--- config.mk ---
export PLATFORM = sky130hd
export DESIGN_NAME = nvsc_ctrl
export DESIGN_NICKNAME = d
export VERILOG_FILES = /design/src/core/nvsc_pkg.sv /design/src/core/nvsc_tmr_if.sv /design/src/core/nvsc_timer.sv /design/src/core/nvsc_ctrl.sv
export SDC_FILE = /design/constraint.sdc
export NUM_CORES = 1
export LEC_CHECK = 0
export ABC_AREA = 1
export BUFFER_PORTS_ARGS = -buffer_cell sky130_fd_sc_hd__buf_2
export CAP_MARGIN = 20
export CORE_AREA = 2 2 104 106
export CTS_CLUSTER_DIAMETER = 60
export DETAILED_ROUTE_END_ITERATION = 12
export DIE_AREA = 0 0 106 108
export GPL_TIMING_DRIVEN = 0
export PLACE_DENSITY = 0.77
export SETUP_SLACK_MARGIN = 0.1
export SLEW_MARGIN = 40
export SYNTH_ARGS = -nofsm -noshare
export SYNTH_HDL_FRONTEND = slang
export SYNTH_SLANG_ARGS = --single-unit
--- constraint.sdc ---
create_clock -name clk_sys_i -period 7.5 [get_ports clk_sys_i]
set_input_delay 1.5 -clock clk_sys_i [delete_from_list [all_inputs] [get_ports clk_sys_i]]
set_output_delay 1.5 -clock clk_sys_i [all_outputs]
set_load 0.1 [all_outputs]
--- src/core/nvsc_pkg.sv ---
package nvsc_pkg;
    // ****************************************
    // pin widths and key length
    // ****************************************
    localparam int NVSC_AW = 15;
    localparam int NVSC_DW = 8;
    localparam int NVSC_KEY_AW = 14;
    localparam int NVSC_KEY_LEN = 6;
    // ****************************************
    // key addresses
    // ****************************************
    localparam logic [13:0] NVSC_KEY0 = 14'h0E38;
    localparam logic [13:0] NVSC_KEY1 = 14'h31C7;
    localparam logic [13:0] NVSC_KEY2 = 14'h03E0;
    localparam logic [13:0] NVSC_KEY3 = 14'h3C1F;
    localparam logic [13:0] NVSC_KEY4 = 14'h303F;
    localparam logic [13:0] NVSC_KEY_STORE = 14'h0FC0;
    localparam logic [13:0] NVSC_KEY_RECALL = 14'h0C63;
    // ****************************************
    // timing
    // ****************************************
    localparam int NVSC_CLK_NS = 10;
    localparam int NVSC_ACC_NS = 45;
    localparam int NVSC_ACC_CYC =
        (NVSC_ACC_NS + NVSC_CLK_NS - 1) / NVSC_CLK_NS;
    localparam int NVSC_STORE_US = 10;
    localparam int NVSC_STORE_CYC = NVSC_STORE_US * 1000 / NVSC_CLK_NS;
    localparam int NVSC_RECALL_US = 20;
    localparam int NVSC_RECALL_CYC = NVSC_RECALL_US * 1000 / NVSC_CLK_NS;
    localparam int NVSC_HRECALL_US = 40;
    localparam int NVSC_HRECALL_CYC = NVSC_HRECALL_US * 1000 / NVSC_CLK_NS;
    localparam int NVSC_CW = 24;
    // ****************************************
    // commands and sequencer states
    // ****************************************
    localparam logic [1:0] NVSC_CMD_READ = 2'h0;
    localparam logic [1:0] NVSC_CMD_WRITE = 2'h1;
    localparam logic [1:0] NVSC_CMD_STORE = 2'h2;
    localparam logic [1:0] NVSC_CMD_RECALL = 2'h3;
    typedef enum logic [4:0] {
        NVSC_IDLE = 5'h01,
        NVSC_STRB = 5'h02,
        NVSC_GAP = 5'h04,
        NVSC_WAIT = 5'h08,
        NVSC_DONE = 5'h10
    } nvsc_state_e;
endpackage

--- src/core/nvsc_tmr_if.sv ---
`timescale 1ns/1ps
interface nvsc_tmr_if;
    logic load;
    logic [23:0] count;
    logic expired;
    modport ctrl (output load, output count, input expired);
    modport tmr (input load, input count, output expired);
endinterface

--- src/core/nvsc_timer.sv ---
`timescale 1ns/1ps
module nvsc_timer
    import nvsc_pkg::*;
(
    // clock and reset
    input wire logic clk_sys_i,
    input wire logic rst_i,
    // control
    nvsc_tmr_if.tmr t
);
    logic [NVSC_CW-1:0] cnt_reg;
    logic [NVSC_CW-1:0] cnt_next;
    logic exp_reg;
    logic exp_next;
    always_comb begin
        cnt_next = cnt_reg;
        exp_next = 1'b0;
        if (t.load) begin
            cnt_next = t.count;
        end else if (cnt_reg != '0) begin
            cnt_next = cnt_reg - 1'b1;
            exp_next = (cnt_reg == {{(NVSC_CW-1){1'b0}}, 1'b1});
        end
    end
    always_ff @(posedge clk_sys_i or posedge rst_i) begin
        if (rst_i) begin
            cnt_reg <= '0;
            exp_reg <= 1'b0;
        end else begin
            cnt_reg <= cnt_next;
            exp_reg <= exp_next;
        end
    end
    assign t.expired = exp_reg;
endmodule

--- src/core/nvsc_ctrl.sv ---
`timescale 1ns/1ps
module nvsc_ctrl
    import nvsc_pkg::*;
#(
    parameter int STORE_CYC = NVSC_STORE_CYC,
    parameter int RECALL_CYC = NVSC_RECALL_CYC,
    parameter int HRECALL_CYC = NVSC_HRECALL_CYC
)(
    // clock and reset
    input wire logic clk_sys_i,
    input wire logic rst_i,
    // user command
    input wire logic cmd_valid_i,
    input wire logic [1:0] cmd_op_i,
    input wire logic [NVSC_AW-1:0] cmd_addr_i,
    input wire logic [NVSC_DW-1:0] cmd_wdata_i,
    output logic cmd_ready_o,
    output logic rsp_valid_o,
    output logic [NVSC_DW-1:0] rsp_rdata_o,
    // device pins
    output logic [NVSC_AW-1:0] byte_address_o,
    input wire logic [NVSC_DW-1:0] byte_lanes_i,
    output logic [NVSC_DW-1:0] byte_lanes_o,
    output logic byte_lanes_oe_n_o,
    output logic ce_n_o,
    output logic we_n_o,
    output logic oe_n_o
);

    // ****************************************
    // checks and synchroniser
    // ****************************************
    if (STORE_CYC < 1 || RECALL_CYC < 1 || HRECALL_CYC < 1 ||
        STORE_CYC >= (1 << NVSC_CW) || RECALL_CYC >= (1 << NVSC_CW) ||
        HRECALL_CYC >= (1 << NVSC_CW)) begin : g_bad_timing
        $error("nvsc_ctrl: bad timing parameter");
    end
    logic [NVSC_DW-1:0] din_s1_reg;
    logic [NVSC_DW-1:0] din_s2_reg;
    always_ff @(posedge clk_sys_i or posedge rst_i) begin
        if (rst_i) begin
            din_s1_reg <= '0;
            din_s2_reg <= '0;
        end else begin
            din_s1_reg <= byte_lanes_i;
            din_s2_reg <= din_s1_reg;
        end
    end
    // ****************************************
    // key address table
    // ****************************************
    function automatic logic [NVSC_KEY_AW-1:0] key_addr(
        input logic [2:0] idx, input logic rec);
        case (idx)
            3'h0: key_addr = NVSC_KEY0;
            3'h1: key_addr = NVSC_KEY1;
            3'h2: key_addr = NVSC_KEY2;
            3'h3: key_addr = NVSC_KEY3;
            3'h4: key_addr = NVSC_KEY4;
            default: key_addr = rec ? NVSC_KEY_RECALL :
                NVSC_KEY_STORE;
        endcase
    endfunction
    // ****************************************
    // sequencer
    // ****************************************
    nvsc_tmr_if tif ();
    nvsc_timer u_tmr (
        .clk_sys_i(clk_sys_i),
        .rst_i(rst_i),
        .t(tif.tmr)
    );
    nvsc_state_e st_reg, st_next;
    logic [2:0] step_reg, step_next;
    logic [2:0] acc_reg, acc_next;
    logic rec_reg, rec_next;
    logic key_reg, key_next;
    logic pwr_reg, pwr_next;
    logic rdy_reg, rdy_next;
    logic rv_reg, rv_next;
    logic [NVSC_DW-1:0] rd_reg, rd_next;
    logic [NVSC_AW-1:0] a_reg, a_next;
    logic [NVSC_DW-1:0] d_reg, d_next;
    logic doe_n_reg, doe_n_next;
    logic ce_reg, ce_next;
    logic we_reg, we_next;
    logic oe_reg, oe_next;
    logic wr_reg, wr_next;
    logic [NVSC_CW-1:0] ld_cnt;
    logic ld;
    always_comb begin
        st_next = st_reg;
        step_next = step_reg;
        acc_next = acc_reg;
        rec_next = rec_reg;
        key_next = key_reg;
        pwr_next = pwr_reg;
        rdy_next = 1'b0;
        rv_next = 1'b0;
        rd_next = rd_reg;
        a_next = a_reg;
        d_next = d_reg;
        doe_n_next = doe_n_reg;
        ce_next = ce_reg;
        we_next = we_reg;
        oe_next = oe_reg;
        wr_next = wr_reg;
        ld = 1'b0;
        ld_cnt = NVSC_CW'(HRECALL_CYC);
        unique case (st_reg)
            NVSC_IDLE: begin
                if (pwr_reg) begin
                    // device is recalling after power up; keep we high
                    ld = 1'b1;
                    pwr_next = 1'b0;
                    st_next = NVSC_WAIT;
                end else if (cmd_valid_i && rdy_reg) begin
                    key_next = cmd_op_i[1];
                    rec_next = (cmd_op_i == NVSC_CMD_RECALL);
                    wr_next = (cmd_op_i == NVSC_CMD_WRITE);
                    step_next = '0;
                    a_next = cmd_op_i[1] ? {1'b0, key_addr(3'h0,
                        cmd_op_i[0])} : cmd_addr_i;
                    d_next = cmd_wdata_i;
                    st_next = NVSC_STRB;
                    acc_next = '0;
                end else begin
                    rdy_next = 1'b1;
                end
            end
            NVSC_STRB: begin
                // key reads strobe ce with we high, oe left high
                ce_next = 1'b0;
                we_next = ~wr_reg;
                oe_next = wr_reg | key_reg;
                doe_n_next = ~wr_reg;
                acc_next = acc_reg + 3'h1;
                if (acc_reg == 3'(NVSC_ACC_CYC)) begin
                    rd_next = din_s2_reg;
                    ce_next = 1'b1;
                    we_next = 1'b1;
                    oe_next = 1'b1;
                    doe_n_next = 1'b1;
                    acc_next = '0;
                    st_next = NVSC_GAP;
                end
            end
            NVSC_GAP: begin
                if (key_reg && step_reg != 3'(NVSC_KEY_LEN - 1)) begin
                    // back to back, nothing else may intervene
                    step_next = step_reg + 3'h1;
                    a_next = {1'b0, key_addr(step_reg + 3'h1, rec_reg)};
                    st_next = NVSC_STRB;
                end else if (key_reg) begin
                    // keyed store or recall issued, store even with no writes since
                    ld = 1'b1;
                    ld_cnt = rec_reg ? NVSC_CW'(RECALL_CYC) :
                        NVSC_CW'(STORE_CYC);
                    st_next = NVSC_WAIT;
                end else begin
                    st_next = NVSC_DONE;
                end
            end
            NVSC_WAIT: begin
                if (tif.expired) begin
                    st_next = NVSC_DONE;
                end
            end
            NVSC_DONE: begin
                rv_next = 1'b1;
                step_next = '0;
                key_next = 1'b0;
                st_next = NVSC_IDLE;
            end
            default: st_next = NVSC_IDLE;
        endcase
    end
    assign tif.load = ld;
    assign tif.count = ld_cnt;
    always_ff @(posedge clk_sys_i or posedge rst_i) begin
        if (rst_i) begin
            st_reg <= NVSC_IDLE;
            step_reg <= '0;
            acc_reg <= '0;
            rec_reg <= 1'b0;
            key_reg <= 1'b0;
            pwr_reg <= 1'b1;
            rdy_reg <= 1'b0;
            rv_reg <= 1'b0;
            rd_reg <= '0;
            a_reg <= '0;
            d_reg <= '0;
            doe_n_reg <= 1'b1;
            ce_reg <= 1'b1;
            we_reg <= 1'b1;
            oe_reg <= 1'b1;
            wr_reg <= 1'b0;
        end else begin
            st_reg <= st_next;
            step_reg <= step_next;
            acc_reg <= acc_next;
            rec_reg <= rec_next;
            key_reg <= key_next;
            pwr_reg <= pwr_next;
            rdy_reg <= rdy_next;
            rv_reg <= rv_next;
            rd_reg <= rd_next;
            a_reg <= a_next;
            d_reg <= d_next;
            doe_n_reg <= doe_n_next;
            ce_reg <= ce_next;
            we_reg <= we_next;
            oe_reg <= oe_next;
            wr_reg <= wr_next;
        end
    end
    assign cmd_ready_o = rdy_reg;
    assign rsp_valid_o = rv_reg;
    assign rsp_rdata_o = rd_reg;
    assign byte_address_o = a_reg;
    assign byte_lanes_o = d_reg;
    assign byte_lanes_oe_n_o = doe_n_reg;
    assign ce_n_o = ce_reg;
    assign we_n_o = we_reg;
    assign oe_n_o = oe_reg;
endmodule

== After elaboration in Yosys (flattened, before gate mapping) ==
Index checks and enable logic that the tools add are counted.
Storage, ports and cells
  logic and storage cells: 103
  register bits: 92
  output and inout bits: 37
  bits of input ports: 36
Operators by class
  bitwise operators: 3
  muxes and demuxes: 42
  $add $sub $neg: 3
  reductions and logical operators: 16
  equal/unequal tests: 20
Operator list (count)
  case mux 14 bit (5 select lines): 1
  two-way mux 15 bit: 4
  two-way mux 24 bit: 2
  two-way mux 12 bit: 3
  two-way mux 5 bit: 6
  case mux 15 bit (2 select lines): 1
  == test 24 x 1 -> 1 bit (second input constant): 1
  nonzero test 24 bit: 1
  subtractor 24 x 1 -> 24 bit (second input constant): 1
  case mux 5 bit (4 select lines): 1
  two-way mux 1 bit: 14
  two-way mux 3 bit: 4
  AND reduction 3 bit: 4
  two-way mux 11 bit: 1
  two-way mux 10 bit: 1
  case mux 3 bit (3 select lines): 1
  != test 2 bit (second input constant): 4
  AND reduction 4 bit: 2
  nonzero test 2 bit: 4
  adder 3 x 1 -> 3 bit (second input constant): 2
  == test 3 x 2 -> 1 bit (second input constant): 2
  == test 3 bit (second input constant): 2
  != test 3 bit (second input constant): 2
  case mux 3 bit (2 select lines): 1
  16 further kinds: 19

== Longest topological paths before layout ==
  depth after elaboration: 5
  mapped depth: 10

== By module ==
From an unflattened synthesis, not the netlist that was laid out.
Unflattened totals
  cell total of the unflattened synthesis: 592
  area total of the unflattened synthesis: 4609.4 um^2
By module, submodules not included
  nvsc_ctrl: cells each 336, seq. area each 1682.9 um^2, times used 1, area each 2924.1 um^2
  nvsc_timer: cells each 256, seq. area each 625.6 um^2, times used 1, area each 1685.4 um^2

== Worst setup path after synthesis ==
No wires, ideal clock.
  path kind: register to output
  from: register we_reg (netlist: we_n_o)
  to: output port we_n_o
  data arrival time: 1.227 ns
  path buffers: 1
  stages on the path, launching flop included: 2
  slack: 4.773 ns
  required time: 6.000 ns
  path through: dfstp_2 > buf_4
RTL lines
  from (decl): RTL line nvsc_ctrl.sv:86  | logic we_reg, we_next;
  from (signal assigned): RTL line nvsc_ctrl.sv:212  | we_reg <= we_next;
  to (decl): RTL line nvsc_ctrl.sv:26  | output logic we_n_o,
No word-level cell between the ends.

== Final worst setup path ==
  from: register we_reg (netlist: we_n_o)
  to: output port we_n_o
No word-level cell between the ends.

==> impl_metrics.toml <==
[clocking]
clk_pin_slew_ns = 0.10
clock_sinks = 92
post_cts_buffers = 0
htreeDepth = 3
cts_tree = "done"
numCtsBuffers = 9
clockRootBuffer = "clkbuf_8"
cts_buffer_depth = 2
hold_buffers = 0
ctsResizeCount = 0
clk_latency_ns = 0.37

[synthesis]
synth_largest_area_cell = "dfrtp_1"
avgSynthCellArea_um2 = 8.23
ys_ff_latch = 92
ys_top_cells_by_area = "dfrtp_1 (48%), nand2_1 (16%), nor2_1 (4.7%), nand3_1 (4.1%), inv_1 (3.6%)"
ys_seq_area_share_pct = 50.5
synthDominantCellAreaShare_pct = 47.6
synthCells = 555
yosys_warnings = 0
yosysUniqueCellTypes = 36
syn-num-nets = 599
netlist_area_um2 = 4570

[worst_setup_path]
max_stage_delay_ns = 0.56
worstSetupStartpointType = "register"
cp.required_ns = 6.00
critical_path_class = "reg -> out"
cp.arrival_ns = 1.43
crit_path_end_kind = "primary output"
path_cells = "buf_4, buf_2"
critPathMaxFanout = 3
crit_slowest_cell = "dfstp_2"

[sta]
hold_viol_final = 0
fin_crit_ns = 2.93
setup_viol = 0
rsz0062_at_grt = "no"
slew_viol_final = 0
clock_skew_ns = 0.0121
relSlewSlack_pct = 67.2
tightestPinTransition_ns = 0.496
setup_tns_ns = 0
post-route-period-util_pct = 39.1
fmax_ghz = 0.341

[global_route]
grt_pass1_vias = 3866
grt_max_degree = 55
antenna_found_initial = 0
grt_pass1_wl_um = 17200
grt_usage_pct = 18.8
grt-ovfl-total = 0

[route]
vias = 3828
via_per_inst = 4.91
ant_nets = 0
drc = 0
drtIter0Drc = 259
wire_per_inst_um = 12.6
drt_first_pass_iters = 4
totalWireLength_um = 9860

[power_and_ir_drop]
leakage_nw = 2.89
swShare_pct = 55.3
combPwrFrac_pct = 53.2
seq_power_share_pct = 32.3
p_sw_mw = 1.36
powerDensity_nw_per_um2 = 462
intPower_mw = 1.11
ir_drop_v = 0.000255
power.share.clock_pct = 14.5
p_total_mw = 2.47

[cells_and_area]
antenna_cells = 0
area.growth.synth_to_final_pct = 17.0
largest_register_ff_count = 24
fin_nets = 683
drive_above_1_share_pct = 25.5

[flow_run]
max_cap_violations = 0

[placed_design]
place.port_buffers = 72
hpwl_um = 7350
gp_congestion = 0.905

[floorplan]
die_area_um2 = 11400
row_count = 37
io_pins = 73
die_y_um = 108
core_area_um2 = 10200
start_util_pct = 44.7
die_w_um = 106

[min_path]
hp-class = "reg -> reg"

[outcome]
status = "finished, final reports clean"
layout by cell type, fill, tap and decap left out, types with 2 or more instances in the layout:
master and instances:
inv_2 8, xnor2_1 2, inv_4 2, clkbuf_8 9, nand4_1 8, buf_4 3, o21ai_0 23, inv_1 43
a21o_1 4, nand3_2 11, nor2_4 4, nor2_1 57, dfrtp_1 87, xor2_1 4, nor3_1 2, nand2_2 5
buf_2 76, nand3_1 37, ha_1 8, nand3b_1 4, inv_6 3, a21oi_1 5, dfstp_2 5, a21oi_2 2
nor2_2 23, nand2_1 191
synth_stat cells (all sizes together):
library cell  count
nand2           197
dfrtp            87
nor2             85
inv              54
nand3            49
o21ai            24
buf               9
ha                8
nand4             8
a21oi             7
dfstp             5
a21o              4
nand3b            4
xor2              4
nor3              2
xnor2             2
a22oi             1
a31oi             1
and3              1
o21bai            1
o22ai             1
or2               1
power by group through the flow:
stage / combinational, mW / sequential, mW / clock (mW)
final: 1.31 / 0.797 / 0.359
after global routing: 1.42 / 0.821 / 0.392
after CTS: 1.32 / 0.796 / 0.368
after detailed placement: 1.32 / 0.804 / 0
after global placement: 1.29 / 0.797 / 0
after floorplan: 0.511 / 1.37 / 0
area by class of cell:
type / instances / area, um^2
fill: 951 / 4880
sequential: 92 / 2310
multi-input combinational: 400 / 1980
timing repair buffer: 73 / 388
inverter: 54 / 213
tap: 136 / 170
clock buffer: 9 / 124
clock inverter: 7 / 91.3
buffer: 9 / 77.6
stage by stage:
step | hold WS, ns | instances | cell area, um^2 | utilization (%) | worst slack (ns)
after floorplan | 0.331 | 555 | 4570 | - | 3.62
after global placement | 0.334 | 763 | 5100 | 49.8 | 2.65
after detailed placement | 0.335 | 764 | 5130 | 50.2 | 4.91
after CTS | 0.358 | 780 | 5350 | 52.3 | 4.55
after global routing | 0.365 | 780 | 5350 | 52.3 | 4.52
final | 0.352 | 780 | 5350 | 52.3 | 4.57
critical path: cells and delay by family (launching register included):
| family | cells | cell delay (ns) |
|---|---|---|
| flops | 1 | 0.56 |
| buf+inv | 2 | 0.51 |
final timing paths:
| check | startpoint | cells past startpoint | endpoint | slack (ns) |
|---|---|---|---|---|
| worst max-delay path | we_n_o$_DFFE_PP1P_ | 2 | we_n_o | 4.57 |
| worst min-delay path | din_s1_reg[2]$_DFF_PP0_ | 0 | din_s2_reg[2]$_DFF_PP0_ | 0.35 |
| worst max register to register | step_reg[0]$_DFFE_PP0P_ | 10 | byte_address_o[10]$_DFFE_PP0P_ | 5.48 |
| worst min register to register | din_s1_reg[2]$_DFF_PP0_ | 0 | din_s2_reg[2]$_DFF_PP0_ | 0.35 |
| max in group asynchronous | rst_i | 3 | oe_n_o$_DFFE_PP1P_ | 5.75 |
| min in group asynchronous | rst_i | 2 | din_s1_reg[5]$_DFF_PP0_ | 1.11 |
kinds of logic after synthesis:
kind of cell               Yosys count  synth area share, %
AOI/OAI and AO/OA                   39                 4.93
xor gates and xnor gates             6                 1.15
adders and majority gates            8                 2.19
buffers and inverters               63                 6.24
DFF                                 92                 50.5
and+or+nand+nor                    347                 35.0
metal layers:
metal / track usage (%) / part of all wire, % / routed length [um] / vias to the layer above
met5: 0 / 0 / 0 / -
met4: 9.02 / 2.5 / 251 / 0
li1: - / - / - / 1919
met3: 3.50 / 4.7 / 468 / 21
met1: 23.2 / 45 / 4460 / 1785
met2: 32.2 / 47 / 4680 / 103
Note: power is estimated with default switching activity, not from simulation.
